<file path="src/design/uasr_consts.svh">
// Constants of the accessory switch register bank: addresses, fields, resets.
// Included by the design files by bare name; definitions only.
`ifndef UASR_CONSTS_SVH
`define UASR_CONSTS_SVH

// ==========================================================
// Serial port
`define UASR_SLAVE_ADDR 7'h44
`define UASR_NUM_IN 16

// ==========================================================
// Register addresses
`define UASR_REG_ID 8'h00
`define UASR_REG_CTL2 8'h02
`define UASR_REG_SW 8'h03
`define UASR_REG_ST1 8'h04
`define UASR_REG_ST2 8'h05
`define UASR_REG_STAT 8'h06
`define UASR_REG_FIRST 8'h01
`define UASR_REG_LAST 8'h14

// ==========================================================
// Control two fields and reset
`define UASR_CTL2_RST 8'h01
`define UASR_CTL2_POL 7
`define UASR_CTL2_EN_A 6
`define UASR_CTL2_LP 5
`define UASR_CTL2_AC 4
`define UASR_CTL2_MB 3
`define UASR_CTL2_EN_B 2
`define UASR_CTL2_CT 1
`define UASR_CTL2_UOFF 0

// ==========================================================
// Switch control fields and codes
`define UASR_SW_MIC 6
`define UASR_SW_P_HI 5
`define UASR_SW_P_LO 3
`define UASR_SW_M_HI 2
`define UASR_SW_M_LO 0
`define UASR_SEL_USB 3'h0
`define UASR_SEL_UART 3'h1
`define UASR_SEL_AUDIO 3'h2
`define UASR_SEL_OPEN 3'h7

// ==========================================================
// Start-up: edges to wait until the input synchronisers hold settled levels
`define UASR_BOOT_WAIT 3'h5

`endif

</file>
<file path="src/design/uasr_pkg.sv">
// Types shared by the accessory switch register bank.
// Assumes the constants header is compiled alongside.
package uasr_pkg;

  typedef enum logic [2:0] {
    I2C_IDLE = 3'b000,
    I2C_ADDR = 3'b001,
    I2C_ADDR_END = 3'b010,
    I2C_ACK = 3'b011,
    I2C_REG = 3'b100,
    I2C_WDATA = 3'b101,
    I2C_RDATA = 3'b110,
    I2C_MACK = 3'b111
  } uasr_i2c_state_t;

endpackage

</file>
<file path="src/design/uasr_regs.sv">
// Register bank of the micro-USB accessory switch, reached over a serial slave.
// Assumes analog status levels and strap arrive unsynchronised on pins.
//
// Functional notes
// - polarity bit 0 makes interrupt active low, 1 active high.
// - group A enable 0 masks all first status sources, 1 enables.
// - group B enable 0 masks all second status sources, 1 enables.
// - low-power bit 1 enables pulsed microphone power.
// - anti-click bit 1 connects suppression resistors on both audio pins.
// - bias bit 1 connects regulator to microphone through 200 k.
// - charger-type bit 1 enables charger type detection.
// - USB detect off bit 1 disables detection; resets 1, others 0.
// - mic path bit 1 connects microphone to ID line; resets 0.
// - plus select: 000 USB, 001 UART TX, 010 right audio, else open.
// - minus select: 000 USB, 001 UART RX, 010 left audio, else open.
// - selects reset open without VBUS, else follow the strap.
// - strap low or open picks USB paths, high picks UART paths.
// - charger-found bit reads 1 when a shorted dedicated charger is seen.
// - first removal bit mirrors comparator A; resets 0.
// - first button bit reads 1 when the ID line is grounded.
// - VBUS bit reads 1 while power is on VBUS.
// - four-bit ID code holds the ADC result; 1011 means open.
// - second status: bit 1 comparator B, bit 0 microphone line grounded.
// - dedicated charger bit reads 1 when such a charger is detected.
// - charging host bit reads 1 when a charging host port is seen.
// - contact timeout bit reads 1 after contact detection timed out.
// - burst writes increment address, wrapping from 14h back to 01h.
`timescale 1ns/1ps
`default_nettype none
`include "uasr_consts.svh"

module uasr_regs #(
  parameter logic [7:0] DEVICE_ID = 8'h5a // Arbitrary identity value
) (
  input wire logic clk_sys_i,
  input wire logic srst_i,
  input wire logic scl_i,
  input wire logic sda_i,
  output logic sda_o,
  output logic sda_oe_n_o,
  input wire logic int_pin_i,
  output logic int_pin_o,
  output logic int_pin_oe_n_o,
  input wire logic default_switch_strap_i,
  input wire logic vbus_present_i,
  input wire logic hc_charger_found_i,
  input wire logic mic_removal_cmp_a_i,
  input wire logic button_press_a_i,
  input wire logic [3:0] id_adc_code_i,
  input wire logic mic_removal_cmp_b_i,
  input wire logic button_press_b_i,
  input wire logic dedicated_charger_found_i,
  input wire logic charging_host_found_i,
  input wire logic contact_detect_timeout_i,
  output logic mic_pulse_low_power_o,
  output logic anti_click_enable_o,
  output logic mic_bias_connect_o,
  output logic charger_type_detect_en_o,
  output logic usb_detect_off_o,
  output logic mic_path_connect_o,
  output logic [2:0] plus_line_select_o,
  output logic [2:0] minus_line_select_o,
  output logic [2:0] plus_route_o,
  output logic [2:0] minus_route_o
);

  // ==========================================================
  // Input synchronisation
  logic [`UASR_NUM_IN-1:0] raw_in, syn;
  logic scl_s, sda_s, strap_s, vbus_s;
  logic [7:0] stat1, stat2, stat3;

  assign raw_in = {scl_i, sda_i, default_switch_strap_i, vbus_present_i, hc_charger_found_i,
                   mic_removal_cmp_a_i, button_press_a_i, id_adc_code_i, mic_removal_cmp_b_i,
                   button_press_b_i, dedicated_charger_found_i, charging_host_found_i,
                   contact_detect_timeout_i};

  uasr_sync #(
    .WIDTH(`UASR_NUM_IN)
  ) u_sync (
    .clk_sys_i(clk_sys_i),
    .srst_i(srst_i),
    .d_i(raw_in),
    .q_o(syn)
  );

  assign scl_s = syn[15];
  assign sda_s = syn[14];
  assign strap_s = syn[13];
  assign vbus_s = syn[12];
  // Status words are live views of settled pins; reset clears the synchronisers
  assign stat1 = {syn[11:9], vbus_s, syn[8:5]};
  assign stat2 = {6'h00, syn[4:3]};
  assign stat3 = {syn[2:1], 5'h00, syn[0]};

  // ==========================================================
  // Serial slave
  logic [7:0] ptr, rd_data, wr_data;
  logic wr, rd_done;

  uasr_i2c_slave u_i2c (
    .clk_sys_i(clk_sys_i),
    .srst_i(srst_i),
    .scl_i(scl_s),
    .sda_i(sda_s),
    .sda_oe_n_o(sda_oe_n_o),
    .ptr_o(ptr),
    .rd_data_i(rd_data),
    .wr_o(wr),
    .wr_data_o(wr_data),
    .rd_done_o(rd_done)
  );

  assign sda_o = 1'b0;

  // ==========================================================
  // Control registers
  logic [7:0] ctl2_r, ctl2_nxt, sw_r, sw_nxt;
  logic [2:0] boot_r, boot_nxt;
  logic sw_written_r, sw_written_nxt;
  logic boot_load;

  assign boot_load = (boot_r == `UASR_BOOT_WAIT - 3'h1);

  always_comb begin
    ctl2_nxt = ctl2_r;
    sw_nxt = sw_r;
    boot_nxt = boot_r;
    sw_written_nxt = sw_written_r;
    if (boot_r != `UASR_BOOT_WAIT) begin
      boot_nxt = boot_r + 3'h1;
    end
    // Strap is taken once the synchronisers have settled, not in reset
    if (boot_load && !sw_written_r && vbus_s) begin
      sw_nxt[`UASR_SW_P_HI:`UASR_SW_P_LO] = strap_s ? `UASR_SEL_UART : `UASR_SEL_USB;
      sw_nxt[`UASR_SW_M_HI:`UASR_SW_M_LO] = strap_s ? `UASR_SEL_UART : `UASR_SEL_USB;
    end
    // Only the two control addresses store; others swallow the byte
    if (wr && ptr == `UASR_REG_CTL2) begin
      ctl2_nxt = wr_data;
    end
    if (wr && ptr == `UASR_REG_SW) begin
      sw_nxt = {1'b0, wr_data[6:0]};
      sw_written_nxt = 1'b1;
    end
  end

  always_ff @(posedge clk_sys_i) begin
    if (srst_i) begin
      ctl2_r <= `UASR_CTL2_RST;
      sw_r <= {2'b00, `UASR_SEL_OPEN, `UASR_SEL_OPEN};
      boot_r <= 3'h0;
      sw_written_r <= 1'b0;
    end else begin
      ctl2_r <= ctl2_nxt;
      sw_r <= sw_nxt;
      boot_r <= boot_nxt;
      sw_written_r <= sw_written_nxt;
    end
  end

  assign mic_pulse_low_power_o = ctl2_r[`UASR_CTL2_LP];
  assign anti_click_enable_o = ctl2_r[`UASR_CTL2_AC];
  assign mic_bias_connect_o = ctl2_r[`UASR_CTL2_MB];
  assign charger_type_detect_en_o = ctl2_r[`UASR_CTL2_CT];
  assign usb_detect_off_o = ctl2_r[`UASR_CTL2_UOFF];
  assign mic_path_connect_o = sw_r[`UASR_SW_MIC];
  assign plus_line_select_o = sw_r[`UASR_SW_P_HI:`UASR_SW_P_LO];
  assign minus_line_select_o = sw_r[`UASR_SW_M_HI:`UASR_SW_M_LO];

  // ==========================================================
  // Path decode: one-hot {audio, uart, usb}; reserved code left open for safety
  function automatic logic [2:0] route_of(input logic [2:0] sel);
    case (sel)
      `UASR_SEL_USB: route_of = 3'h1;
      `UASR_SEL_UART: route_of = 3'h2;
      `UASR_SEL_AUDIO: route_of = 3'h4;
      default: route_of = 3'h0;
    endcase
  endfunction

  assign plus_route_o = route_of(plus_line_select_o);
  assign minus_route_o = route_of(minus_line_select_o);

  // ==========================================================
  // Read mux
  always_comb begin
    case (ptr)
      `UASR_REG_ID: rd_data = DEVICE_ID;
      `UASR_REG_CTL2: rd_data = ctl2_r;
      `UASR_REG_SW: rd_data = sw_r;
      `UASR_REG_ST1: rd_data = stat1;
      `UASR_REG_ST2: rd_data = stat2;
      `UASR_REG_STAT: rd_data = stat3;
      default: rd_data = 8'h00;
    endcase
  end

  // ==========================================================
  // Interrupt: sticky on change, cleared by reading the group, set wins
  logic [7:0] st1_q_r, st2_q_r;
  logic pend_a_r, pend_a_nxt, pend_b_r, pend_b_nxt;
  logic chg_a, chg_b, irq_active, irq_level;

  assign chg_a = ctl2_r[`UASR_CTL2_EN_A] && (stat1 != st1_q_r);
  assign chg_b = ctl2_r[`UASR_CTL2_EN_B] && (stat2 != st2_q_r);

  always_comb begin
    pend_a_nxt = pend_a_r;
    pend_b_nxt = pend_b_r;
    // Pointer has already stepped past the byte that was read
    if (rd_done && ptr == `UASR_REG_ST1 + 8'h01) begin
      pend_a_nxt = 1'b0;
    end
    if (rd_done && ptr == `UASR_REG_ST2 + 8'h01) begin
      pend_b_nxt = 1'b0;
    end
    if (chg_a) begin
      pend_a_nxt = 1'b1;
    end
    if (chg_b) begin
      pend_b_nxt = 1'b1;
    end
  end

  always_ff @(posedge clk_sys_i) begin
    if (srst_i) begin
      st1_q_r <= 8'h00;
      st2_q_r <= 8'h00;
      pend_a_r <= 1'b0;
      pend_b_r <= 1'b0;
    end else begin
      st1_q_r <= stat1;
      st2_q_r <= stat2;
      pend_a_r <= pend_a_nxt;
      pend_b_r <= pend_b_nxt;
    end
  end

  assign irq_active = (pend_a_r && ctl2_r[`UASR_CTL2_EN_A])
                    || (pend_b_r && ctl2_r[`UASR_CTL2_EN_B]);
  assign irq_level = ctl2_r[`UASR_CTL2_POL] ? irq_active : ~irq_active;
  // Open drain: a high level is only the pull-up, so we release for it
  assign int_pin_o = 1'b0;
  assign int_pin_oe_n_o = irq_level;

  // ==========================================================
  // Checks
  chk_irq_low_pol: assert property (@(posedge clk_sys_i) disable iff (srst_i)
    (irq_active && !ctl2_r[`UASR_CTL2_POL]) |-> !int_pin_oe_n_o)
    else $error("active-low interrupt not driven low");

  chk_irq_high_pol: assert property (@(posedge clk_sys_i) disable iff (srst_i)
    (!irq_active && ctl2_r[`UASR_CTL2_POL]) |-> !int_pin_oe_n_o)
    else $error("idle active-high interrupt not held low");

  chk_group_a_mask: assert property (@(posedge clk_sys_i) disable iff (srst_i)
    (!ctl2_r[`UASR_CTL2_EN_A] && !pend_b_r) |-> !irq_active)
    else $error("masked group A raised interrupt");

  chk_group_b_mask: assert property (@(posedge clk_sys_i) disable iff (srst_i)
    (!ctl2_r[`UASR_CTL2_EN_B] && !pend_a_r) |-> !irq_active)
    else $error("masked group B raised interrupt");

  chk_change_raises: assert property (@(posedge clk_sys_i) disable iff (srst_i)
    (ctl2_r[`UASR_CTL2_EN_A] && stat1 != st1_q_r && $stable(ctl2_r)) |=> irq_active)
    else $error("status change did not raise interrupt");

  chk_ctl2_write: assert property (@(posedge clk_sys_i) disable iff (srst_i)
    (wr && ptr == `UASR_REG_CTL2) |=> (ctl2_r == $past(wr_data) && usb_detect_off_o == ctl2_r[0]))
    else $error("control two write not stored");

  chk_ro_ignored: assert property (@(posedge clk_sys_i) disable iff (srst_i)
    (wr && ptr != `UASR_REG_CTL2) |=> $stable(ctl2_r))
    else $error("write to other address changed control two");

  chk_ctl2_reset: assert property (@(posedge clk_sys_i)
    $fell(srst_i) |-> (ctl2_r == `UASR_CTL2_RST && !mic_path_connect_o))
    else $error("control reset values wrong");

  chk_open_no_vbus: assert property (@(posedge clk_sys_i) disable iff (srst_i)
    (boot_load && !sw_written_r && !vbus_s && !wr) |=> (plus_route_o == 3'h0 && minus_route_o == 3'h0))
    else $error("paths not open without vbus");

  chk_strap_uart: assert property (@(posedge clk_sys_i) disable iff (srst_i)
    (boot_load && !sw_written_r && vbus_s && strap_s && !wr) |=> (plus_route_o == 3'h2 && minus_route_o == 3'h2))
    else $error("pulled-up strap did not select uart paths");

  chk_plus_open: assert property (@(posedge clk_sys_i) disable iff (srst_i)
    plus_line_select_o[2] |-> (plus_route_o == 3'h0))
    else $error("plus path not open for high codes");

  chk_minus_usb: assert property (@(posedge clk_sys_i) disable iff (srst_i)
    (minus_line_select_o == `UASR_SEL_USB) |-> (minus_route_o == 3'h1))
    else $error("minus path not on usb");

endmodule

`default_nettype wire

</file>
<file path="src/design/uasr_sync.sv">
// Three-stage input synchroniser with agreement filter.
// Assumes asynchronous inputs; output follows once stages two and three agree.
`timescale 1ns/1ps
`default_nettype none

module uasr_sync #(
  parameter int WIDTH = 1
) (
  input wire logic clk_sys_i,
  input wire logic srst_i,
  input wire logic [WIDTH-1:0] d_i,
  output logic [WIDTH-1:0] q_o
);

  logic [WIDTH-1:0] ff1_r, ff2_r, ff3_r, q_r;
  logic [WIDTH-1:0] q_nxt;

  always_comb begin
    q_nxt = q_r;
    for (int i = 0; i < WIDTH; i++) begin
      if (ff2_r[i] == ff3_r[i]) begin
        q_nxt[i] = ff3_r[i];
      end
    end
  end

  always_ff @(posedge clk_sys_i) begin
    if (srst_i) begin
      ff1_r <= '0;
      ff2_r <= '0;
      ff3_r <= '0;
      q_r <= '0;
    end else begin
      ff1_r <= d_i;
      ff2_r <= ff1_r;
      ff3_r <= ff2_r;
      q_r <= q_nxt;
    end
  end

  assign q_o = q_r;

endmodule

`default_nettype wire

</file>
<file path="src/design/uasr_i2c_slave.sv">
// Serial slave of the register bank: byte framing, pointer and strobes.
// Assumes scl and sda already synchronised; sda drive is active-low enable.
`timescale 1ns/1ps
`default_nettype none
`include "uasr_consts.svh"

module uasr_i2c_slave (
  input wire logic clk_sys_i,
  input wire logic srst_i,
  input wire logic scl_i,
  input wire logic sda_i,
  output logic sda_oe_n_o,
  output logic [7:0] ptr_o,
  input wire logic [7:0] rd_data_i,
  output logic wr_o,
  output logic [7:0] wr_data_o,
  output logic rd_done_o
);

  uasr_pkg::uasr_i2c_state_t st_r, st_nxt, next_r, next_nxt;
  logic scl_q_r, sda_q_r;
  logic [7:0] sh_r, sh_nxt, tx_r, tx_nxt, ptr_r, ptr_nxt;
  logic [2:0] cnt_r, cnt_nxt;
  logic rw_r, rw_nxt, pull_r, pull_nxt, wr_r, wr_nxt, rdd_r, rdd_nxt, isreg_r, isreg_nxt;
  logic rise, fall, start, stop;
  logic [7:0] ptr_inc;

  assign rise = scl_i & ~scl_q_r;
  assign fall = ~scl_i & scl_q_r;
  assign start = scl_i & scl_q_r & sda_q_r & ~sda_i;
  assign stop = scl_i & scl_q_r & ~sda_q_r & sda_i;
  // Burst pointer wraps past the last register
  assign ptr_inc = (ptr_r == `UASR_REG_LAST) ? `UASR_REG_FIRST : ptr_r + 8'h01;

  always_comb begin
    st_nxt = st_r;
    next_nxt = next_r;
    sh_nxt = sh_r;
    tx_nxt = tx_r;
    ptr_nxt = ptr_r;
    cnt_nxt = cnt_r;
    rw_nxt = rw_r;
    pull_nxt = pull_r;
    wr_nxt = 1'b0;
    rdd_nxt = 1'b0;
    isreg_nxt = isreg_r;
    if (start) begin
      st_nxt = uasr_pkg::I2C_ADDR;
      cnt_nxt = 3'h0;
      pull_nxt = 1'b0;
    end else if (stop) begin
      st_nxt = uasr_pkg::I2C_IDLE;
      pull_nxt = 1'b0;
    end else begin
      case (st_r)
        uasr_pkg::I2C_IDLE: begin
          pull_nxt = 1'b0;
        end
        uasr_pkg::I2C_ADDR, uasr_pkg::I2C_REG, uasr_pkg::I2C_WDATA: begin
          if (rise) begin
            sh_nxt = {sh_r[6:0], sda_i};
            cnt_nxt = cnt_r + 3'h1;
            if (cnt_r == 3'h7) begin
              isreg_nxt = (st_r == uasr_pkg::I2C_REG);
              next_nxt = st_r;
              st_nxt = uasr_pkg::I2C_ADDR_END;
            end
          end
        end
        uasr_pkg::I2C_ADDR_END: begin
          if (fall) begin
            st_nxt = uasr_pkg::I2C_ACK;
            pull_nxt = 1'b1;
            if (next_r == uasr_pkg::I2C_ADDR) begin
              rw_nxt = sh_r[0];
              next_nxt = sh_r[0] ? uasr_pkg::I2C_RDATA : uasr_pkg::I2C_REG;
              if (sh_r[7:1] != `UASR_SLAVE_ADDR) begin
                st_nxt = uasr_pkg::I2C_IDLE;
                pull_nxt = 1'b0;
              end
            end else if (isreg_r) begin
              ptr_nxt = sh_r;
              next_nxt = uasr_pkg::I2C_WDATA;
            end else begin
              // Writes walk every address, read-only ones included
              wr_nxt = 1'b1;
              ptr_nxt = ptr_inc;
              next_nxt = uasr_pkg::I2C_WDATA;
            end
          end
        end
        uasr_pkg::I2C_ACK: begin
          if (fall) begin
            st_nxt = next_r;
            cnt_nxt = 3'h0;
            pull_nxt = 1'b0;
            if (next_r == uasr_pkg::I2C_RDATA) begin
              tx_nxt = rd_data_i;
              pull_nxt = ~rd_data_i[7];
            end
          end
        end
        uasr_pkg::I2C_RDATA: begin
          if (fall) begin
            cnt_nxt = cnt_r + 3'h1;
            if (cnt_r == 3'h7) begin
              pull_nxt = 1'b0;
              rdd_nxt = 1'b1;
              ptr_nxt = ptr_inc;
              st_nxt = uasr_pkg::I2C_MACK;
            end else begin
              pull_nxt = ~tx_r[3'h6 - cnt_r];
            end
          end
        end
        uasr_pkg::I2C_MACK: begin
          if (rise) begin
            next_nxt = uasr_pkg::I2C_RDATA;
            st_nxt = sda_i ? uasr_pkg::I2C_IDLE : uasr_pkg::I2C_ACK;
          end
        end
        default: begin
          st_nxt = uasr_pkg::I2C_IDLE;
        end
      endcase
    end
  end

  always_ff @(posedge clk_sys_i) begin
    if (srst_i) begin
      st_r <= uasr_pkg::I2C_IDLE;
      next_r <= uasr_pkg::I2C_IDLE;
      scl_q_r <= 1'b1;
      sda_q_r <= 1'b1;
      sh_r <= 8'h00;
      tx_r <= 8'h00;
      ptr_r <= 8'h00;
      cnt_r <= 3'h0;
      rw_r <= 1'b0;
      pull_r <= 1'b0;
      wr_r <= 1'b0;
      rdd_r <= 1'b0;
      isreg_r <= 1'b0;
    end else begin
      st_r <= st_nxt;
      next_r <= next_nxt;
      scl_q_r <= scl_i;
      sda_q_r <= sda_i;
      sh_r <= sh_nxt;
      tx_r <= tx_nxt;
      ptr_r <= ptr_nxt;
      cnt_r <= cnt_nxt;
      rw_r <= rw_nxt;
      pull_r <= pull_nxt;
      wr_r <= wr_nxt;
      rdd_r <= rdd_nxt;
      isreg_r <= isreg_nxt;
    end
  end

  // Strobe carries the address it wrote, pointer has already moved on
  logic [7:0] wr_addr_r;
  always_ff @(posedge clk_sys_i) begin
    if (srst_i) begin
      wr_addr_r <= 8'h00;
    end else begin
      wr_addr_r <= ptr_r;
    end
  end

  assign sda_oe_n_o = ~pull_r;
  assign ptr_o = wr_r ? wr_addr_r : ptr_r;
  assign wr_o = wr_r;
  assign wr_data_o = sh_r;
  assign rd_done_o = rdd_r;

  chk_burst_wrap: assert property (@(posedge clk_sys_i) disable iff (srst_i)
    (wr_nxt && ptr_r == `UASR_REG_LAST) |=> (ptr_r == `UASR_REG_FIRST && wr_o))
    else $error("burst pointer did not wrap to first register");

endmodule

`default_nettype wire

</file>
<file path="config.mk">
export PLATFORM = sky130hd
export DESIGN_NAME = uasr_regs
export DESIGN_NICKNAME = d
export VERILOG_FILES = /design/src/design/uasr_pkg.sv /design/src/design/uasr_regs.sv /design/src/design/uasr_sync.sv /design/src/design/uasr_i2c_slave.sv
export VERILOG_INCLUDE_DIRS = /design/src /design/src/design
export SDC_FILE = /design/constraint.sdc
export NUM_CORES = 1
export LEC_CHECK = 0
export ABC_AREA = 1
export BUFFER_PORTS_ARGS = -buffer_cell sky130_fd_sc_hd__buf_2
export CAP_MARGIN = 20
export CORE_MARGIN = 8
export CORE_UTILIZATION = 40
export CTS_BUF_LIST = sky130_fd_sc_hd__clkbuf_8
export CTS_CLUSTER_SIZE = 10
export DETAILED_ROUTE_END_ITERATION = 7
export RECOVER_POWER = 25
export SLEW_MARGIN = 20
export SYNTH_ARGS = -nofsm -noshare
export SYNTH_HDL_FRONTEND = slang
export SYNTH_HIERARCHICAL = 1
export SYNTH_SLANG_ARGS = --single-unit
</file>
<file path="constraint.sdc">
create_clock -name clk_sys_i -period 3.3 [get_ports clk_sys_i]
set_clock_uncertainty 0.2 [all_clocks]
set_input_delay 0.66 -clock clk_sys_i [delete_from_list [all_inputs] [get_ports clk_sys_i]]
set_output_delay 0.66 -clock clk_sys_i [all_outputs]
set_load 0.005 [all_outputs]
</file>
==> results of run 1 <==
[layer usage]
metal	share of wire	GRT usage	wire length, um	vias up
li1	-	-	-	2629
met1	0.49	0.191	6290	2173
met2	0.45	0.226	5830	105
met3	0.044	0.0435	569	15
met4	0.017	0.0561	223	0
met5	0	0	0	-
[critical path, delay by kind of cell (launching register included)]
kind / cells / cell delay, ps
AO/OA/AOI/OAI: 3 / 430
buffers and inverters: 1 / 240
flip-flops: 1 / 600
AND/OR/NAND/NOR: 8 / 1020
[cell usage after synthesis, types with 2 or more instances]
cell type | n | area share
sky130_fd_sc_hd__nand4_1 | 11 | 0.012
sky130_fd_sc_hd__o211ai_1 | 7 | 0.0088
sky130_fd_sc_hd__ha_1 | 8 | 0.017
sky130_fd_sc_hd__nand3_1 | 48 | 0.040
sky130_fd_sc_hd__nand3_2 | 2 | 0.0034
sky130_fd_sc_hd__xor2_1 | 4 | 0.0059
sky130_fd_sc_hd__buf_6 | 3 | 0.0057
sky130_fd_sc_hd__nand2_4 | 3 | 0.0057
sky130_fd_sc_hd__nor2_4 | 3 | 0.0057
sky130_fd_sc_hd__nand2_1 | 123 | 0.078
sky130_fd_sc_hd__inv_2 | 7 | 0.0044
sky130_fd_sc_hd__inv_1 | 129 | 0.081
sky130_fd_sc_hd__nor3_1 | 11 | 0.0093
sky130_fd_sc_hd__clkbuf_1 | 7 | 0.0044
sky130_fd_sc_hd__nor2_2 | 2 | 0.0021
sky130_fd_sc_hd__o21ai_0 | 54 | 0.045
sky130_fd_sc_hd__o21ai_1 | 13 | 0.011
sky130_fd_sc_hd__buf_2 | 4 | 0.0034
sky130_fd_sc_hd__buf_4 | 5 | 0.0063
sky130_fd_sc_hd__a21oi_1 | 56 | 0.047
sky130_fd_sc_hd__nor2_1 | 140 | 0.088
sky130_fd_sc_hd__xnor2_1 | 6 | 0.0088
sky130_fd_sc_hd__nand3b_1 | 2 | 0.0025
sky130_fd_sc_hd__nand2_2 | 6 | 0.0063
sky130_fd_sc_hd__dfxtp_1 | 142 | 0.48
[power groups by stage]
stage	registers (mW)	clock network [mW]	logic, mW
final	1.76	1.34	0.0895
after global routing	1.76	1.47	0.107
after CTS	1.76	1.39	0.0929
after detailed placement	1.80	0	0.0925
after global placement	1.80	0	0.0906
after floorplan	1.79	0	0.0696
[kinds of logic (layout without fill, tap and decap cells)]
kind of cell	after synthesis	count (layout)	share of synthesized area
buffers and inverters	157	209	0.107
xor gates and xnor gates	10	10	0.0147
adders and majority gates	8	8	0.0168
DFF	142	142	0.478
AOI/OAI and AO/OA	134	134	0.119
and+or+nand+nor	356	356	0.264
other	1	2	0.000630
[flip-flops by register name, summed over array words and instances, names as in the netlist, 16 cells and up]
signal        flops
u_sync/ff1_r     16
u_sync/q_o       16
u_sync/ff2_r     16
u_sync/ff3_r     16
[worst max-delay path by stage]
stage / cells past startpoint / to
global route: 12 / u_i2c/pull_r
detailed placement: 12 / u_i2c/pull_r
CTS: 12 / u_i2c/pull_r
floorplan: 14 / u_i2c/pull_r
global placement: 12 / u_i2c/pull_r
finish: 12 / u_i2c/pull_r
[per-stage QoR]
stage	total power, mW	hold WS, ps
2_1_floorplan	1.86	188
3_3_place_gp	1.89	189
3_5_place_dp	1.89	193
4_1_cts	3.24	188
5_1_grt	3.34	196
6_report	3.19	199
[placed cells by master, fill, tap and decap left out, drive strengths merged]
cell        n
a221oi      1
xor2        4
nand3      51
nor3       12
o21a        1
o211ai      7
buf        40
a22o        1
nand4      12
nand3b      2
bufinv      3
xnor2       6
clkinvlp    2
dfxtp     142
inv       137
nand2     132
clkbuf     22
nor4        1
nor2      146
a22oi       1
o21ai      67
clkinv      5
a21oi      56
ha          8
conb        2
[area by class of cell]
| class | count | area (um2) |
|---|---|---|
| Tap cell | 184 | 230 |
| Inverter | 138 | 519 |
| Sequential cell | 142 | 2840 |
| Timing Repair Buffer | 44 | 225 |
| Clock buffer | 18 | 248 |
| Clock inverter | 9 | 124 |
| Multi-Input combinational cell | 510 | 2470 |
| Fill cell | 1522 | 7870 |
==> results.txt, run 1 <==
The run finished with clean final reports. The setup check on the worst reg-to-reg path leaves a slack of 700 ps. Entering global routing, the biggest net connects 29 pins. The min-delay analysis places its worst path in the category reg2reg. The final estimated routing congestion in global placement is 0.892. The starting utilization of the core area came out at 0.409. The longest individual stage delay on the worst path came out at 600 ps. The sequential share of the synthesized area came out at 0.478.

The final instance area came out at 6660 um2. The root buffer cell chosen for the clock tree is sky130_fd_sc_hd__clkbuf_8. The worst slack at placement came out at 749 ps. The number of distinct standard cells referenced by the synthesized netlist came out at 37.

The number of hold-slack violations in the final timing report is 0. The capture point of the worst reg-to-reg path is u_i2c/pull_r. The total clock buffers created by CTS is 17. The DRC marker count from the first detailed-route iteration came out at 327.

The detailed-router iteration count before antenna repair is 5. The die area is 19,000 um2. In this run, post-CTS hold repair placed 0 buffers. The data arrival at the endpoint of the critical path is 2730 ps.

The via count of the first global-routing pass was 4,488. The headroom to the max-slew limit came out at 0.247. Of the total power, the clock network draws 0.421. In this run the core area contains 44 standard-cell rows.

The post-placement cell area is 6300 um2. STA classifies the critical path endpoint as a flip-flop. The final layout contains routed wiring with a total length of 12,900 um.

The post-synthesis sequential element count is 142. The antenna cell count is 0. Tracing the worst setup path back leads to its startpoint at u_i2c/wr_o.

In this run the power spent charging and discharging nets is 680 uW. The critical path data required time came out at 3430 ps. The total area inside the core boundary comes to 14,500 um2.

For this run, asynchronously set or reset flops after synthesis account for 0. Of the total power, registers draw 0.551. The number of instances resized during post-cts repair came out at 0. In this run the tool buffered the top-level ports with 37 buffer cells. The count of pins over their slew limit came to 0. The clock slew seen by the registers of the worst setup and hold paths came out at 80 ps. The post-route core utilization is 0.458. The setup TNS after final layout is 0 ps.

The average wire length per cell after detail routing is 12.4 um. In this run the deepest clock path goes through 2 buffers. The via count normalized by instance count is 4.71.

The number of violations of the max-capacitance limit is 0. The total I/O pin count came out at 41. Static timing analysis puts the maximum clock frequency at 385 MHz. Once detail routing completed, the nets flagged for antenna violations numbered 0. The worst register-to-register path begins at u_i2c/wr_o. In this run the vertical extent of the chip is 138 um. The floorplan step set the die width to 138 um. The number of standard cells after synthesis came out at 808. The switching portion of total power is 0.213. The number of antenna violations at the first check in global routing came to 0. The layout net count is 880. Setup repair after global routing left no endpoint under its margin.

The total routing resource utilization after global routing came out at 0.147. The worst hold path stage count is 2. The ratio of final minimum period to clock period is 0.788.

The number of setup violations in the final report is 0. The maximum ir drop on the vdd rail came out at 0.417 mV. The worst setup margin is 699 ps.

The post-synthesis to final-layout area growth is 12.0%. Post-CTS timing repair inserted 0 buffers for setup. The detailed placement HPWL is 9300 um. STA classifies the critical path startpoint as a flip-flop. The final period demand of the worst path is 2600 ps. TritonCTS built the clock tree. The H-tree generated during clock tree synthesis spans 4 levels.

The portion of total power attributed to combinational logic came out at 0.028. The final non-filler cell total came out at 1,045. The internal power came out at 2.51 mW. The clock latency reported for the late side of the worst-skew pair came out at 440 ps. In the routed design, unresolved DRC markers number 0.

The leftover overflow at the end of global routing came out at 0. The signal on the critical path passes through buf_4 > nand2_1 > o21ai_0 > nand2_1 > nor3_2 > nand2_1 > o211ai_1 > nor2_1 > nor2_1 > nand2_1 > nand2_1 > a21oi_1. The launch instance of the worst min-delay path is u_sync/ff1_r[3]. The analysis attributes to cell leakage a power of 2.91 nW. The synthesized cell area is 5950 um2. The placed cell count came out at 1,018. The worst-margin pin slew came out at 1130 ps. The largest fanout on the critical path came out at 14. The first global-routing pass estimated 21,900 um of wire. The average cell area after synthesis came out at 7.36 um2. Among all flip-flop cells after synthesis, the most frequent one is sky130_fd_sc_hd__dfxtp_1. The worst-path cell with the longest stage delay is sky130_fd_sc_hd__dfxtp_1. The count of cells along the worst register-to-register path is 12.

Counting every sink on the clock net gives 142. Among the stages of the critical path, the cell type that occurs most often is sky130_fd_sc_hd__nand2_1. The cell area power density is 479 nW/um2. Counting flops with a built-in enable in the synthesized netlist gives 0. The setup path with the least slack is of type reg2reg. The worst hold path endpoint is u_sync/ff2_r[3].

The vias after detailed routing is 4,922. The layout cell share with drive strength beyond 1 came out at 0.110. The count of synthesis-stage warnings from yosys is 6.
No activity file was read; power rests on OpenSTA's default activity.
==> run 2, diff against run 1 <==
clock period = 2.1 ns   (was 3.3 ns; I/O delays follow)
==> results.txt, run 2 (same netlist as run 1, synthesis figures left out) <==
Relative to the synthesized area, the layout overhead comes to 21.1%. The TritonCTS clock tree is built. The die area came to 19,000 um2 (unchanged). The layout cell share with drive strength beyond 1 is 0.161 (+0.0511). The worst setup path is captured at a flip-flop. The number of antenna violations at the first check in global routing came out at 0 (unchanged).

The average wire length per cell after detail routing is 12.2 um (-1.5%). The antenna cell count came out at 0 (unchanged). The detailed placement HPWL came out at 9590 um (+3.1%). The worst-case clock buffer depth is 2 (unchanged). The worst-margin pin slew was 1250 ps (+124 ps). The flow ran to the end, and the final reports show no timing, DRC or antenna violations.

The via count normalized by instance count is 4.64 (-1.5%). The layout net count came to 931 (+5.8%). The fmax came out at 486 MHz (+26%). The worst setup margin came out at 44.0 ps (-656 ps).

The most frequent standard cell in the layout excluding fill and tap cells is sky130_fd_sc_hd__dfxtp_1. The filler cell count is 1,475 (-3.1%). The first-pass GRT wire length came out at 22,200 um (+1.4%). Setup repair after global routing could not meet its margin everywhere. The final estimated routing congestion in global placement is 0.872 (-2.2%).

The number of setup violations in the final report is 0 (unchanged). The die boundary height was 138 um (unchanged). The final period demand of the worst path came out at 2060 ps (-544 ps). The largest fanout on the critical path came out at 6 (-8). The post-route core utilization is 0.496 (+0.0372). The clock slew seen by the registers of the worst setup and hold paths is 80 ps (about the same).

The routed wire length is 13,400 um (+3.8%). The maximum level of the CTS H-tree is 4 (unchanged). The number of rows created at floorplan is 44 (unchanged). The total of buffers placed on input and output ports was 37 (unchanged).

The setup path with the least slack is of type reg2reg. The detailed-router iteration count before antenna repair came to 5 (unchanged). The maximum ir drop on the vdd rail came to 0.604 mV (+45%). The total I/O pin count was 41 (unchanged). The count of pins over their slew limit came out at 0 (unchanged).

The headroom to the max-slew limit is 0.164 (-0.0824). The number of hold-slack violations in the final timing report is 0 (unchanged). The element type at the critical path start is a flip-flop. The critical path data required time is 2250 ps (-1180 ps).

The root buffer cell chosen for the clock tree is sky130_fd_sc_hd__clkbuf_8. The number of violations of the max-capacitance limit came out at 0 (unchanged). The cell area power density was 701 nW/um2 (+46%). The clock latency reported for the late side of the worst-skew pair was 440 ps (about the same). The largest net degree at the start of global routing came out at 33 (+14%). The vias after detailed routing is 5,106 (+3.7%). The post-placement cell area came to 6500 um2 (+3.1%). The number of DRC violations after detailed routing is 0 (unchanged). The total clock buffers created by CTS came to 17 (unchanged). The antenna violation net count after detailed routing is 0 (unchanged). In the layout the commonest cells are 141 x sky130_fd_sc_hd__dfxtp_1, 137 x sky130_fd_sc_hd__nor2_1, 130 x sky130_fd_sc_hd__inv_1. The leftover overflow at the end of global routing came out at 0 (unchanged). The horizontal die dimension is 138 um (unchanged).

The leakage component of the power is 3.19 nW (+9.9%). The final instance area came out at 7200 um2 (+8.1%). The DRC marker count from the first detailed-route iteration came out at 337 (+3.1%).

The worst slack at placement was -73.5 ps (-823 ps). The starting utilization of the core area came out at 0.409 (unchanged). The area of the core is 14,500 um2 (unchanged). The data arrival at the endpoint of the critical path was 2210 ps (-520 ps).

The ratio of final minimum period to clock period is 0.979 (+0.191). The total routing resource utilization after global routing came out at 0.149 (+0.00163). The min-delay analysis places its worst path in the category in2reg. The number of sinks driven by the clock tree is 142 (unchanged). The via count of the first global-routing pass was 4,638 (+3.3%).
run 2: changes by cell type in the layout (fill, tap and decap cells not counted), moves of 4 or more:
cell / before / now
sky130_fd_sc_hd__dlygate4sd3_1: 0 / 16
sky130_fd_sc_hd__inv_6: 0 / 4
sky130_fd_sc_hd__o21ai_0: 54 / 45
sky130_fd_sc_hd__o21ai_2: 0 / 4
sky130_fd_sc_hd__clkinv_2: 4 / 0
sky130_fd_sc_hd__buf_4: 4 / 33
sky130_fd_sc_hd__o21ai_1: 13 / 18
run 2: per-stage QoR:
step	hold slack [ps]	power (mW)	TNS (ps)	cells
6_report	128	5.05	0	1101
5_1_grt	148	5.27	-236	1101
4_1_cts	120	5.14	0	1092
3_5_place_dp	192	2.97	-73.5	1044
3_3_place_gp	189	2.97	-52.2	1044
2_1_floorplan	188	2.93	0	809
run 2: what timing repair did:
action                                 CTS  global route
buffers inserted                         0             8
endpoints found under the hold margin   16             0
pin swaps                                0            14
hold buffers                            16             0
resized for setup                        2            31
cloned                                   0             1
setup endpoints to repair                2             7
run 2: final cells by class:
cell class                      instances  area (um2)  share of cell area
Sequential cell                       142        2850               0.395
Clock buffer                           21         289              0.0401
Clock inverter                         11         106              0.0148
Multi-Input combinational cell        510        2540               0.353
Timing Repair Buffer                   95         667              0.0926
Tap cell                              184         230              0.0320
Inverter                              138         520              0.0723
run 2: worst paths after layout:
check	start	to	slack, ps	cells after the start
setup / recovery	u_i2c/wr_o	u_i2c/tx_r[7]	40	9
hold / removal	srst_i	u_i2c/tx_r[7]	130	2
setup reg to reg	u_i2c/wr_o	u_i2c/tx_r[7]	40	9
hold reg to reg	u_sync/ff1_r[4]	u_sync/ff2_r[4]	200	2
run 2: power breakdown:
group	switching (mW)	leakage, nW	internal (mW)
combinational	0.0941	1.83	0.0699
clock	1.05	0.206	1.08
sequential	0.0248	1.15	2.74
total	1.17	3.19	3.88
run 2: routing by layer:
metal  share of wire  GRT usage  wire, um
met3           0.038     0.0409       510
met4           0.017     0.0615       226
met2            0.45      0.230      6020
met1            0.50      0.191      6650
met5               0          0         0
run 2: critical path, stage by stage, from the launching register on:
cell and delay, ps:
sky130_fd_sc_hd__dfxtp_4 380, sky130_fd_sc_hd__buf_6 130, sky130_fd_sc_hd__o21ai_2 190, sky130_fd_sc_hd__nand2_2 140, sky130_fd_sc_hd__nor3_4 190, sky130_fd_sc_hd__nand2_4 80
sky130_fd_sc_hd__o211ai_1 250, sky130_fd_sc_hd__nor2_2 70, sky130_fd_sc_hd__buf_4 130, sky130_fd_sc_hd__a221oi_2 200
==> run 3, diff against run 2 <==
CORE_ASPECT_RATIO = 1.4   (was unset)
PLACE_DENSITY = 0.68   (was unset)
==> results.txt, run 3 (same netlist as run 1, synthesis figures left out) <==
The leakage component of the power is 3.13 nW (-1.9%). The die boundary height came out at 160 um (+16%). The area of all sequential standard cells is 2850 um2 (about the same). The signal on the critical path passes through buf_12 > nand2_1 > o21ai_2 > inv_1 > nand2_1 > nor3_2 > nand2_2 > o211ai_1 > nor2_2 > nor2_1 > nand2_1 > nand2_1 > a21oi_1. The total routing resource utilization after global routing is 0.144 (-0.00435). The detailed-router iteration count before antenna repair came out at 5 (unchanged).

The antenna violation net count after detailed routing came out at 0 (unchanged). The routed wire length is 13,400 um (+0.30%). The combined buffer and inverter count along the critical path was 2 (unchanged). The maximum ir drop on the vdd rail came out at 0.458 mV (-24%). The TritonCTS clock tree is built. The number of DRC violations after detailed routing came to 0 (unchanged). The library cell used most frequently in the layout, excluding fill and tap cells, is sky130_fd_sc_hd__dfxtp_1. The count of pins over their slew limit is 0 (unchanged). The leftover overflow at the end of global routing came out at 0 (unchanged). The cell seen most often among critical-path stages is sky130_fd_sc_hd__nand2_1. The final instance area is 7190 um2 (-0.14%).

The filler cell count is 1,400 (-5.1%). The via count of the first global-routing pass is 4,866 (+4.9%). The largest fanout on the critical path is 6 (unchanged).

The post-placement cell area is 6530 um2 (+0.48%). The detailed-routing wirelength on met1 came to 5670 um (-15%). The worst setup path is captured at a flip-flop. The data arrival at the endpoint of the critical path is 2170 ps (-40 ps).

The via count normalized by instance count is 4.70 (+1.3%). The total of buffers placed on input and output ports came out at 37 (unchanged). The worst-margin pin slew was 903 ps (-351 ps). Grouping stages by cell kind, the critical path spends the most delay in simple AND/OR/NAND/NOR gates. The largest net degree at the start of global routing is 29 (-12%). The fmax was 492 MHz (+1.1%).

The detailed placement HPWL is 9700 um (+1.1%). The post-synthesis to final-layout area growth is 20.9%. For this design, the slowest cell found on the critical path is sky130_fd_sc_hd__dfxtp_4. The number of sinks driven by the clock tree is 142 (unchanged).

The longest individual stage delay on the worst path came to 380 ps (about the same). The multi-input combinational cell area was 2550 um2 (+0.39%). The ratio of final minimum period to clock period is 0.969 (-0.0104). The average wire length per cell after detail routing was 12.2 um (+0.48%).

The routed length on met3 is 512 um (+0.39%). The starting utilization of the core area came out at 0.410 (+0.000706). The wire length on met2 was 6880 um (+14%).

The sum of internal, switching and leakage power is 4.99 mW (-1.2%). The number of antenna violations at the first check in global routing came to 0 (unchanged). The number of rows created at floorplan is 52 (+18%). In the layout the commonest cells are 140 x sky130_fd_sc_hd__dfxtp_1, 135 x sky130_fd_sc_hd__nor2_1, 131 x sky130_fd_sc_hd__inv_1. The post-route core utilization came out at 0.496 (about the same). The area of the core is 14,500 um2 (-0.17%). The minimum hold slack was 128 ps (+0.168 ps).

The die area is 19,100 um2 (+0.29%). The total clock buffers created by CTS came out at 17 (unchanged). STA classifies the critical path startpoint as a flip-flop. The uppermost layer routed is met4.

The layout cell share with drive strength beyond 1 is 0.158 (-0.00315). The vias after detailed routing came out at 5,162 (+1.1%). The cell area power density is 694 nW/um2 (-1.1%). The horizontal die dimension came out at 119 um (-14%). The run finished with clean final reports. The worst hold path belongs to the class in2reg.

The number of hold-slack violations in the final timing report is 0 (unchanged). The tree is rooted in a sky130_fd_sc_hd__clkbuf_8. The DRC marker count from the first detailed-route iteration came out at 245 (-27%). The first-pass GRT wire length came out at 22,400 um (+1.0%). The headroom to the max-slew limit came out at 0.398 (+0.234).

The setup TNS after final layout came out at 0 ps (unchanged). The critical path is of the reg2reg type. The layout net count came out at 926 (-0.54%). Setup repair after global routing could not meet its margin everywhere. The total I/O pin count came to 41 (unchanged). The number of violations of the max-capacitance limit is 0 (unchanged). The final period demand of the worst path came out at 2030 ps (-21.9 ps). The final estimated routing congestion in global placement was 0.902 (+3.4%).

The critical path data required time is 2230 ps (-20 ps). The maximum level of the CTS H-tree is 4 (unchanged). The clock slew seen by the registers of the worst setup and hold paths came out at 80 ps (about the same). The antenna cell count came out at 0 (unchanged). The worst-case clock buffer depth is 2 (unchanged). The number of setup violations in the final report came to 0 (unchanged). The clock latency reported for the late side of the worst-skew pair came out at 430 ps (about the same).
-- run 3: area by class of cell --
type	count	share of cell area
Inverter	138	0.0724
Clock inverter	12	0.0174
Tap cell	189	0.0329
Sequential cell	142	0.396
Clock buffer	18	0.0344
Timing Repair Buffer	90	0.0920
Multi-Input combinational cell	510	0.355
-- run 3: what timing repair did --
item | 4_1_cts | 5_1_grt
hold buffers | 16 | 0
buffers inserted | 0 | 3
endpoints found under the hold margin | 16 | 0
pin swaps | 0 | 13
setup endpoints to repair | 2 | 25
gates resized for setup | 2 | 39
cloned | 0 | 1
-- run 3: per-layer routing --
| layer | global-route usage | vias to the layer above |
|---|---|---|
| li1 | - | 2714 |
| met1 | 0.155 | 2299 |
| met2 | 0.259 | 122 |
| met3 | 0.0321 | 27 |
| met4 | 0.0716 | 0 |
| met5 | 0 | - |
-- run 3: final timing paths --
path                         from  cells past startpoint  slack (ps)               end
setup / recovery       u_i2c/wr_o                     13          70      u_i2c/pull_r
hold / removal             srst_i                      2         130  u_sync/ff1_r[13]
setup reg to reg       u_i2c/wr_o                     13          70      u_i2c/pull_r
hold reg to reg   u_sync/ff1_r[1]                      2         200   u_sync/ff2_r[1]
-- run 3: power by group --
group / switching, mW / internal [mW] / total [mW]
Clock: 0.996 / 1.06 / 2.06
Combinational: 0.0944 / 0.0709 / 0.165
Sequential: 0.0246 / 2.74 / 2.76
-- run 3: stage by stage --
stage / setup slack, ps / instances
5_1_grt: -79.8 / 1099
3_5_place_dp: -37.6 / 1049
3_3_place_gp: 10.9 / 1049
2_1_floorplan: 7.48 / 809
4_1_cts: 2.72 / 1095
6_report: 65.9 / 1099
